===== src/rtl/reset_seq_pkg.sv =====
// Notes on behaviour
// - any reset aborts, vector FFFE or FEFE
// - reset selects reference clock divided by four
// - long external pin low sets pin flag
// - internal reset: pin low 32, hold 32
// - power-on: clocks off 4096 cycles, pin low
// - after delay: pin free 32, core 64
// - power-on sets power and supply flags only
// - watchdog overflow resets; write FFFF clears counter
// - low supply: pin low, delay, supply flag
// - bad opcode or forbidden stop sets opcode flag
// - unmapped opcode fetch resets; data fetch not
// - cause register read-only, read clears all
// - cause flags accumulate until read
// - pin still low 32 after release: flag
// - forced monitor entry sets monitor flag
// - interrupts wait for instruction completion
// - entry stacks, sets mask, loads vector
// - unmasked: highest priority pending served first
// - latched interrupt cannot be preempted
// - return restores mask; pending served next
// - index-high register never stacked
// - soft trap unmaskable, pushes plain counter
// - mask blocks all but trap; 0 highest
package reset_seq_pkg;
  localparam int ADDR_W = 16;
  localparam int DATA_W = 8;
  localparam logic [15:0] CAUSE_ADDR = 16'hfe01;
  localparam logic [15:0] WDOG_ADDR = 16'hffff;
  localparam int B_POR = 7;
  localparam int B_PIN = 6;
  localparam int B_WDOG = 5;
  localparam int B_OP = 4;
  localparam int B_FETCH = 3;
  localparam int B_MON = 2;
  localparam int B_LVI = 1;
  localparam logic [7:0] CAUSE_POR_INIT = 8'h82;
  localparam int PIN_LOW_CYC = 32;
  localparam int HOLD_CYC = 32;
  localparam int OSC_CYC = 4096;
  localparam int EXT_MIN_CYC = 4;
  localparam int BUS_DIV = 4;
  localparam int IRQ_N = 16;
  localparam logic [15:0] VEC_RESET = 16'hfffe;
  localparam logic [15:0] VEC_MONITOR = 16'hfefe;
  localparam logic [15:0] VEC_TRAP = 16'hfffc;
  localparam logic [15:0] VEC_IRQ1 = 16'hfffa;
  typedef enum logic [2:0] {
    S_RUN = 3'b000,
    S_LOW_WAIT = 3'b001,
    S_OSC_WAIT = 3'b010,
    S_PIN_LOW = 3'b011,
    S_HOLD = 3'b100,
    S_EXT = 3'b101
  } state_t;
endpackage


===== src/rtl/arb_if.sv =====
`timescale 1ns/100ps
interface arb_if;
  logic [reset_seq_pkg::IRQ_N-1:0] pend; // bit 0 is priority 1
  logic any;
  logic [$clog2(reset_seq_pkg::IRQ_N)-1:0] idx;
  modport arb (input pend, output any, output idx);
  modport user (output pend, input any, input idx);
endinterface


===== src/rtl/irq_priority.sv =====
`timescale 1ns/100ps
module irq_priority (
  arb_if.arb bus // pending set in, winner out
);
  localparam int N = reset_seq_pkg::IRQ_N;
  localparam int W = $clog2(N);

  generate
    if (N < 2) begin : g_bad
      $error("irq_priority needs at least two sources");
    end
  endgenerate

  // lowest index wins; scan from the top so the last hit stands
  function automatic logic [W-1:0] first_set(input logic [N-1:0] v);
    logic [W-1:0] r;
    r = '0;
    for (int i = N - 1; i >= 0; i--) begin
      if (v[i]) begin
        r = W'(i);
      end
    end
    return r;
  endfunction

  assign bus.any = |bus.pend;
  assign bus.idx = first_set(bus.pend);
endmodule


===== src/rtl/reset_and_interrupt_sequencer.sv =====
// Chosen here: the strobed register port and the address map.
`timescale 1ns/100ps
module reset_and_interrupt_sequencer #(
  parameter int OSC_CYCLES = reset_seq_pkg::OSC_CYC, // stabilisation delay
  parameter int EXT_MIN = reset_seq_pkg::EXT_MIN_CYC // pin low cycles to count
) (
  input wire logic CLK, // reference clock, 20 MHz
  input wire logic ARST_N, // power-up reset, async
  input wire logic RST_PIN_I, // reset pin level
  output logic RST_PIN_O, // reset pin drive level
  output logic RST_PIN_OE, // reset pin pull-down enable
  input wire logic POWER_UP_PULSE, // power-on event, async
  input wire logic LOW_SUPPLY, // supply below rising trip, async
  input wire logic WDOG_OVF, // watchdog counter overflow
  input wire logic BAD_OPCODE, // opcode outside the set
  input wire logic STOP_EXEC, // stop instruction executed
  input wire logic STOP_ALLOWED, // stop-allowed config bit
  input wire logic FETCH_UNMAPPED, // opcode fetch, unmapped
  input wire logic DATA_UNMAPPED, // data fetch, unmapped
  input wire logic MONITOR_FORCE, // forced monitor entry
  input wire logic MONITOR_MODE, // monitor mode active
  input wire logic [15:0] ADDR, // register address
  input wire logic [7:0] WDATA, // write data
  input wire logic WR, // write strobe
  input wire logic RD, // read strobe
  output logic [7:0] RDATA, // read data, cycle after RD
  output logic WDOG_CLEAR, // watchdog counter clear pulse
  output logic CPU_RESET, // core held in reset
  output logic CLOCKS_ON, // core and module clocks enabled
  output logic BUS_CLK_EN, // bus clock enable pulse
  output logic [15:0] RESET_VECTOR, // reset vector address
  input wire logic [reset_seq_pkg::IRQ_N-1:0] IRQ_PEND, // pending requests
  input wire logic INSTR_DONE, // instruction completed
  input wire logic SOFT_TRAP, // completed instruction is trap
  input wire logic MASK_LOAD, // mask written this cycle
  input wire logic MASK_VAL, // new mask value
  input wire logic VECTOR_TAKEN, // core fetched the vector
  output logic INT_ENTRY, // interrupt entry pulse
  output logic [15:0] INT_VECTOR, // vector address of entry
  output logic PUSH_PC_MINUS1, // stack counter minus one
  output logic INT_BUSY, // entry latched
  output logic I_MASK // global interrupt mask
);
  localparam int CW = 13;

  generate
    if (OSC_CYCLES < 1 || OSC_CYCLES > 8191 || EXT_MIN < 1 || EXT_MIN > 255) begin : g_bad
      $error("reset_and_interrupt_sequencer: count parameter out of range");
    end
  endgenerate

  // ****************************************
  // state
  // ****************************************
  typedef struct packed {
    reset_seq_pkg::state_t st;
    logic [CW-1:0] cnt;
    logic [7:0] ext_cnt;
    logic from_int; // hold entered after our own pin drive
    logic [7:0] flags;
    logic [2:0] s1;
    logic [2:0] s2;
    logic [1:0] div;
    logic div_en;
    logic [7:0] rdata;
    logic wdog_clr;
    logic mon;
    logic imask;
    logic busy;
    logic entry;
    logic pc_adj;
    logic [15:0] vec;
  } regs_t;

  regs_t q;
  regs_t d;
  arb_if arb ();

  irq_priority u_prio (
    .bus(arb.arb)
  );

  assign arb.pend = IRQ_PEND;

  // pin, power-up and supply come from outside: two flops each
  logic pin_low;
  logic por_ev;
  logic low_ev;
  logic rd_hit;
  logic [7:0] set_bits;
  logic [CW-1:0] osc_last;
  logic [15:0] irq_vec;

  assign pin_low = !q.s2[0];
  assign por_ev = q.s2[1];
  assign low_ev = q.s2[2];
  assign rd_hit = RD && (ADDR == reset_seq_pkg::CAUSE_ADDR);
  assign osc_last = CW'(OSC_CYCLES - 1);
  assign irq_vec = reset_seq_pkg::VEC_IRQ1 - {11'h000, arb.idx, 1'b0};

  // ****************************************
  // next state
  // ****************************************
  always_comb begin
    d = q;
    set_bits = 8'h00;
    d.s1 = {LOW_SUPPLY, POWER_UP_PULSE, RST_PIN_I};
    d.s2 = q.s1;
    d.cnt = q.cnt + CW'(1);
    d.wdog_clr = 1'b0;
    d.entry = 1'b0;
    d.rdata = 8'h00;
    d.mon = MONITOR_MODE;
    d.div = q.div + 2'h1;
    d.div_en = (q.div == 2'(reset_seq_pkg::BUS_DIV - 2)) && (q.st == reset_seq_pkg::S_RUN);
    if (q.st != reset_seq_pkg::S_RUN) begin
      d.div = 2'h0;
    end
    case (q.st)
      reset_seq_pkg::S_RUN: begin
        d.cnt = '0;
        d.from_int = 1'b1;
        if (WDOG_OVF) begin
          set_bits[reset_seq_pkg::B_WDOG] = 1'b1;
        end
        if (BAD_OPCODE || (STOP_EXEC && !STOP_ALLOWED)) begin
          set_bits[reset_seq_pkg::B_OP] = 1'b1;
        end
        // opcode fetches only, data fetch ignored
        if (FETCH_UNMAPPED) begin
          set_bits[reset_seq_pkg::B_FETCH] = 1'b1;
        end
        if (MONITOR_FORCE) begin
          set_bits[reset_seq_pkg::B_MON] = 1'b1;
        end
        d.ext_cnt = pin_low ? q.ext_cnt + 8'h01 : 8'h00;
        if (set_bits != 8'h00) begin
          d.st = reset_seq_pkg::S_PIN_LOW;
          d.ext_cnt = 8'h00;
        end else if (pin_low && (q.ext_cnt == 8'(EXT_MIN - 1))) begin
          set_bits[reset_seq_pkg::B_PIN] = 1'b1;
          d.st = reset_seq_pkg::S_EXT;
          d.ext_cnt = 8'h00;
        end
      end
      reset_seq_pkg::S_EXT: begin
        // released by the outside party, then the normal hold
        d.cnt = '0;
        d.from_int = 1'b0;
        if (!pin_low) begin
          d.st = reset_seq_pkg::S_HOLD;
        end
      end
      reset_seq_pkg::S_LOW_WAIT: begin
        // pin low while supply below trip
        d.cnt = '0;
        if (!low_ev) begin
          d.st = reset_seq_pkg::S_OSC_WAIT;
        end
      end
      reset_seq_pkg::S_OSC_WAIT: begin
        if (q.cnt == osc_last) begin
          d.cnt = '0;
          d.st = reset_seq_pkg::S_PIN_LOW;
        end
      end
      reset_seq_pkg::S_PIN_LOW: begin
        d.from_int = 1'b1;
        if (q.cnt == CW'(reset_seq_pkg::PIN_LOW_CYC - 1)) begin
          d.cnt = '0;
          d.st = reset_seq_pkg::S_HOLD;
        end
      end
      reset_seq_pkg::S_HOLD: begin
        if (q.cnt == CW'(reset_seq_pkg::HOLD_CYC - 1)) begin
          d.cnt = '0;
          d.st = reset_seq_pkg::S_RUN;
          if (q.from_int && pin_low) begin
            set_bits[reset_seq_pkg::B_PIN] = 1'b1;
          end
        end
      end
      default: begin
        d.st = reset_seq_pkg::S_OSC_WAIT;
        d.cnt = '0;
      end
    endcase
    // supply and power events override any sequence in progress
    if (low_ev) begin
      set_bits[reset_seq_pkg::B_LVI] = 1'b1;
      d.st = reset_seq_pkg::S_LOW_WAIT;
      d.cnt = '0;
    end
    if (rd_hit) begin
      d.rdata = q.flags;
    end
    d.flags = (rd_hit ? 8'h00 : q.flags) | set_bits;
    if (por_ev) begin
      d.flags = reset_seq_pkg::CAUSE_POR_INIT;
      d.st = reset_seq_pkg::S_OSC_WAIT;
      d.cnt = '0;
    end
    // any write to the control location
    if (WR && (ADDR == reset_seq_pkg::WDOG_ADDR)) begin
      d.wdog_clr = 1'b1;
    end
    if (MASK_LOAD) begin
      d.imask = MASK_VAL;
    end
    if (VECTOR_TAKEN) begin
      d.busy = 1'b0;
    end
    if (INSTR_DONE && !q.busy && q.st == reset_seq_pkg::S_RUN) begin
      // trap ignores mask, stacks plain counter
      if (SOFT_TRAP) begin
        d.entry = 1'b1;
        d.vec = reset_seq_pkg::VEC_TRAP;
        d.pc_adj = 1'b0;
      end else if (!(MASK_LOAD ? MASK_VAL : q.imask) && arb.any) begin
        d.entry = 1'b1;
        d.vec = irq_vec;
        d.pc_adj = 1'b1;
      end
      if (d.entry) begin
        d.busy = 1'b1;
        d.imask = 1'b1;
      end
    end
    // reset aborts and drops any entry
    if (q.st != reset_seq_pkg::S_RUN) begin
      d.busy = 1'b0;
      d.imask = 1'b1;
      d.entry = 1'b0;
    end
  end

  // ****************************************
  // registers
  // ****************************************
  // power-up reset leaves the power-on sequence running
  always_ff @(posedge CLK or negedge ARST_N) begin
    if (!ARST_N) begin
      q <= '{st: reset_seq_pkg::S_OSC_WAIT, cnt: '0, ext_cnt: 8'h00, from_int: 1'b1,
             flags: reset_seq_pkg::CAUSE_POR_INIT, s1: 3'h1, s2: 3'h1, div: 2'h0,
             div_en: 1'b0, rdata: 8'h00, wdog_clr: 1'b0, mon: 1'b0, imask: 1'b1,
             busy: 1'b0, entry: 1'b0, pc_adj: 1'b0, vec: 16'h0000};
    end else begin
      q <= d;
    end
  end

  // ****************************************
  // outputs
  // ****************************************
  // open drain: level is always low, only the enable moves
  assign RST_PIN_O = 1'b0;
  assign RST_PIN_OE = (q.st == reset_seq_pkg::S_LOW_WAIT) ||
                      (q.st == reset_seq_pkg::S_OSC_WAIT) ||
                      (q.st == reset_seq_pkg::S_PIN_LOW);
  assign CLOCKS_ON = (q.st != reset_seq_pkg::S_LOW_WAIT) &&
                     (q.st != reset_seq_pkg::S_OSC_WAIT);
  assign CPU_RESET = q.st != reset_seq_pkg::S_RUN;
  // monitor mode picks the alternate vector
  assign RESET_VECTOR = q.mon ? reset_seq_pkg::VEC_MONITOR : reset_seq_pkg::VEC_RESET;
  assign RDATA = q.rdata;
  assign WDOG_CLEAR = q.wdog_clr;
  assign BUS_CLK_EN = q.div_en;
  assign INT_ENTRY = q.entry;
  assign INT_VECTOR = q.vec;
  assign PUSH_PC_MINUS1 = q.pc_adj;
  assign INT_BUSY = q.busy;
  assign I_MASK = q.imask;

  logic unused_data;
  assign unused_data = DATA_UNMAPPED ^ (|WDATA);
endmodule


===== config.mk =====
export PLATFORM = sky130hd
export DESIGN_NAME = reset_and_interrupt_sequencer
export DESIGN_NICKNAME = d
export VERILOG_FILES = /design/src/rtl/reset_seq_pkg.sv /design/src/rtl/arb_if.sv /design/src/rtl/irq_priority.sv /design/src/rtl/reset_and_interrupt_sequencer.sv
export SDC_FILE = /design/constraint.sdc
export NUM_CORES = 1
export LEC_CHECK = 0
export BUFFER_PORTS_ARGS = -buffer_cell sky130_fd_sc_hd__buf_2
export CAP_MARGIN = 20
export CORE_AREA = 4 4 102 104
export CTS_BUF_LIST = sky130_fd_sc_hd__clkbuf_4 sky130_fd_sc_hd__clkbuf_8 sky130_fd_sc_hd__clkbuf_16
export DETAILED_ROUTE_END_ITERATION = 8
export DIE_AREA = 0 0 106 108
export PLACE_DENSITY = 0.64
export RECOVER_POWER = 25
export SLEW_MARGIN = 20
export SYNTH_ARGS = -nofsm -noshare
export SYNTH_HDL_FRONTEND = slang
export SYNTH_HIERARCHICAL = 1
export SYNTH_SLANG_ARGS = --single-unit

===== constraint.sdc =====
create_clock -name CLK -period 2.8 [get_ports CLK]
set_input_delay 0 -clock CLK [delete_from_list [all_inputs] [get_ports CLK]]
set_output_delay 0 -clock CLK [all_outputs]
set_load 0.01 [all_outputs]

# Word level (Yosys, flattened, before mapping)
# Cells that the tools add are included.
dict set report classes {
  add_sub_neg 4
  eq_ne 19
  muxes 58
  bitwise_logic 1
  n_reduce_logical 25
}
# cell n
set ops {}
lappend ops {{$mux 16} 5}
lappend ops {{$pmux 16 s5} 1}
lappend ops {{$mux 4} 17}
lappend ops {{$mux 18} 3}
lappend ops {{$mux 8} 6}
lappend ops {{$eq 16x16->1 const B} 2}
lappend ops {{$mux 20} 1}
lappend ops {{$mux 1} 16}
lappend ops {{$ne 4x4->1 const B} 4}
lappend ops {{$reduce_or 16->1} 1}
lappend ops {{$add 13x1->13 const B} 1}
lappend ops {{$eq 13x12->1 const B} 1}
lappend ops {{$eq 13x5->1 const B} 1}
lappend ops {{$mux 3} 4}
lappend ops {{$logic_and 1x1->1} 10}
lappend ops {{$mux 9} 1}
lappend ops {{$add 8x1->8 const B} 1}
lappend ops {{$eq 8x2->1 const B} 1}
lappend ops {{$or 8x7->8} 1}
lappend ops {{$sub 4x6->7 const A} 1}
lappend ops {{$eq 3x2->1 const B} 2}
lappend ops {{$eq 3x3->1 const B} 2}
lappend ops {{$ne 3x2->1 const B} 2}
lappend ops {{$ne 5x5->1 const B} 1}
lappend ops {{15 further kinds} 22}
dict set report totals {
  reg_bits 72
  input_bits 60
  out_inout_bits 50
  word_cells 124
}

# Logic depth before layout (Yosys ltp)
dict set report logic_depth {
  depth_word 23
  ltp_mapped 7
  ltp_nobuf 7
}

# Cells and area by module
# Netlist, hierarchy kept.
# module instances cells_each area_per_inst_um2 seq_area_each_um2
set modules_own_cells {}
lappend modules_own_cells {reset_and_interrupt_sequencer 1 305 3061.7 1535.2}
lappend modules_own_cells {irq_priority 1 34 176.4 0.0}

# Worst setup path after synthesis
# OpenSTA, ideal clock, no wires.
dict set report synth_path {
  path_kind {register -> register}
  startpoint {register q[53] (netlist name)}
  endpoint {register q[69] (netlist name)}
  setup_ps 104
  arrival_time_ps 1855
  required_time_ps 2696
  path_slack_ps 841
  stages_incl_launch_ff 6
  path_buffers 0
  synth_period_minus_slack_ps 1959
  cell_sequence {dfrtp_1 or4_4 nor4_4 nor3_1 or2_2 a221oi_1}
}
dict set report synth_between {
  elab_chain_len 4
}
# item line_no
set synth_lines {}
lappend synth_lines {{start: declaration} reset_and_interrupt_sequencer.sv:75} ;# regs_t q;
lappend synth_lines {{start signal: assignment} reset_and_interrupt_sequencer.sv:243} ;# q <= '{st: reset_seq_pkg::S_OSC_WAIT, cnt: '0, ext_cnt: 8'h00, from_int: 1'b1,
lappend synth_lines {{$eq 8x2->1} reset_and_interrupt_sequencer.sv:140} ;# end else if (pin_low && (q.ext_cnt == 8'(EXT_MIN - 1))) begin
lappend synth_lines {{$logic_and 1x1->1} reset_and_interrupt_sequencer.sv:140}
lappend synth_lines {{$ne 5x5->1 (no line)} n/a}
lappend synth_lines {{$reduce_and 5->1 (no line)} n/a}
# Every way passes these cells.
# A chain may end at the register's enable or synchronous reset.

# Worst setup path after layout
dict set report layout_path {
  startpoint {input port MONITOR_FORCE}
  endpoint {register q[53] (netlist name)}
}
dict set report layout_between {
  elab_chain_len 4
}
# item line_no
set layout_lines {}
lappend layout_lines {{start: declaration} reset_and_interrupt_sequencer.sv:20} ;# input wire logic MONITOR_FORCE,
lappend layout_lines {{$mux 1} reset_and_interrupt_sequencer.sv:133} ;# if (MONITOR_FORCE) begin
lappend layout_lines {{$mux 1} reset_and_interrupt_sequencer.sv:119} ;# case (q.st)
lappend layout_lines {{$reduce_bool 4->1} reset_and_interrupt_sequencer.sv:137} ;# if (set_bits != 8'h00) begin
lappend layout_lines {{$mux 8} reset_and_interrupt_sequencer.sv:137}
# Every way passes these cells. The select of a mux whose other input is x is not followed.

==> impl_results.md <==
* YS warnings at 6
* Initial core utilization at 0.339
* Fmax at 472 MHz
* Die Area at ~11000 um2
* 1st-pass router iterations at 4
* Worst hold path class: primary input to register
* Worst Reg-to-Reg Cells at 5
* CTS resizes at 0
* Synthesized area per cell at between 9 and 10 um2
* Critical Path RT at between 3 and 4 ns
* Post-synth top flop: dfrtp_1
* Sequential cell area fraction in the yosys report at 0.474
* Worst Path Arrival at 2.36 ns
* Layout cell share with drive strength beyond 1 at 0.236
* Hold depth at 3
* CTS Buffer Depth at 2
* Vias per Instance at 4.60
* Failing checks: max-capacitance violations, max-slew violations
* Antenna-violating nets left at 0
* # diodes at 0
* Worst-skew pair later-pin latency at around 0.34 ns
* CTS tree: built
* Status: finished, violations left
* Largest cells by area after synthesis: dfrtp_1 42%, buf_4 9.3%, dfstp_2 5.7%
* Worst reg2reg startpoint: q[53]$_DFFE_PN0P_
* Clock Tree Root: clkbuf_8
* Nets@finish at 483
* Vias at 2560
* Die height at between 100 and 150 um
* Vias in the first global route at 2500
* Slew @ Worst Pin at 2.09 ns
* Final Slew Violations at 41
* Critical path peak fanout at 8
* Worst-path clk slew at 0.07 ns
* TritonCTS buffer count at 9
* All-Layer GR Usage at 0.124
* CP Class: primary input to register
* Routability-driven placement congestion ratio at around 0.83
* VDD IR-drop max at 0.266 mV
* Synth top area share at 0.417
* Initial drt markers at just over 90
* Worst Setup SP: MONITOR_FORCE
* Initial antenna violation count at 0
* Async S/R FF share, synth at 1.00
* Startpoint types: primary input
* GRT overflow at 0
* Post-DP HPWL at 5110 um
* Cts hold-fix bufs at 17
* Util after Layout at 0.410
* EDFF count, synth at 0
* Count of endpoints failing setup in the final report at 0
* Input/output buffers at 83
* Site Rows at 36
* Wirelength per Cell at between 10 and 15 um
* Pin count of the biggest net entering global routing at a little over 40
* First-pass GRT wire length at around 11000 um
* Core ar. at 9550 um2
* Fillers at approximately 980
* Layout Area Growth over Synthesis at 20.9%
* Period utilization at 0.756
* Leakage at approximately 1.8 nW
* Skew final at about 0.011 ns
* Pwr dens at slightly above 500 nW/um2
* Final hold vios at 0
* CTS Sinks at 61
* Most frequent cells in the layout: 63 x buf_2, 54 x dfrtp_1, 38 x nor2_1, 26 x nand2_1, 20 x clkbuf_1
* Synth Cell Area at 3240 um2
* Endpoint type of the worst setup path: register
* # Max-Cap Violations at 1
* Setup bufs post-CTS at 0
* H-tree Lvls at 3
* Hold_sp: BAD_OPCODE
* Crit path time final at ~2.1 ns
* IO Pins at 110
* Netlist cell types at 53
* Commonest non-fill, non-tap cell in the layout: buf_2
* Setup TNS at 0 ns
* Cell taking the most area after synthesis: dfrtp_1
* # DRC at 0
* Post-Syn Instances at between 300 and 400
* Headroom to the max-slew limit at -0.396
* Synth Register Bits at 61
* Final WL at a little under 7000 um
* Die X at around 110 um
* RSZ-0062 raised after global routing: no
## state kept, by name, indices dropped and copies added, names as in the netlist
signal and flops:
PUSH_PC_MINUS1 1, BUS_CLK_EN 1, I_MASK 1, INT_ENTRY 1, d 3, q 36
low_ev 1, por_ev 1, WDOG_CLEAR 1, INT_BUSY 1, RDATA 8, INT_VECTOR 6
## path summary, 6_finish.rpt
kind / to / slack, ns
worst max-delay path: q[53]$_DFFE_PN0P_ / 0.68
worst min-delay path: q[43]$_DFF_PN0_ / 0.02
worst max register to register: q[69]$_DFFE_PN0P_ / 0.70
worst min register to register: q[33]$_DFF_PN1_ / 0.34
max in group asynchronous: d[33]$_DFF_PN1_ / 0.70
min in group asynchronous: RDATA[5]$_DFF_PN0_ / 0.81
## power by group
group / switching [mW] / internal [mW] / total [mW]
clock: 0.324 / 0.479 / 0.802
combinational: 0.138 / 0.104 / 0.242
sequential: 0.0308 / 0.919 / 0.950
total: 0.493 / 1.50 / 1.99
## cell families (layout without fill, tap and decap cells)
logic type      count (synthesis)  count (layout)  share of synthesized area
flops                          61              61                      0.474
other cells                     2              18                    0.00232
fa+ha+maj                       4               4                     0.0155
xor+xnor                       13              13                     0.0352
simple gates                  145             145                      0.235
compound gates                 52              52                      0.117
mux                             1               1                    0.00309
buf+inv                        61             129                      0.117
## cell type report
type / count / area, um2 / area share
clock buffers: 12 / 165 / 0.0422
multi-input cells: 233 / 1380 / 0.353
flip-flops and latches: 61 / 1540 / 0.392
repair buffers: 102 / 576 / 0.147
clock inverters: 3 / 43.8 / 0.0112
inverters: 12 / 45.0 / 0.0115
well taps: 133 / 166 / 0.0425
## cells in the mapped netlist (3+ instances only)
master    number
dfrtp_1       54
buf_4         40
nor2_1        38
nand2_1       26
nand3_1       13
inv_1         12
o21ai_0       12
nor3_1        11
a21oi_1        9
and2_1         8
dfstp_2        7
or3_1          7
xnor2_1        7
and3_1         6
clkbuf_1       6
nand2b_1       6
xor2_1         6
nand4_1        5
nor4_1         5
a31oi_1        4
ha_1           4
nand3b_1       4
o41ai_1        4
or2_2          4
a21o_1         3
a22oi_1        3
nor2b_1        3
## per-layer routing
layer | vias up | routed length (um) | track usage
li1 | 1270 | - | -
met1 | 1228 | 2880 | 0.143
met4 | 0 | 104 | 0.0453
met3 | 9 | 350 | 0.0472
met2 | 53 | 3430 | 0.210
met5 | - | 0 | 0
## worst max-delay path, stage by stage
cell,delay (ns)
dlygate4sd3_1,0.54
buf_2,0.13
or3_1,0.36
or3_1,0.45
or3_4,0.40
or2_4,0.28
o41ai_4,0.20
## through the flow
step	total power, mW	area [um2]	hold slack, ns	std cells	worst slack, ns
CTS	2.04	3940	0.000904	556	0.690
global route	2.10	3910	0.0403	556	0.311
finish	1.99	3910	0.0237	556	0.683
global placement	1.20	3560	0.109	524	0.721
detailed placement	1.20	3560	0.109	524	0.711
floorplan	1.14	3300	-0.296	355	0.841
No activity file was read; power rests on OpenSTA's default activity.
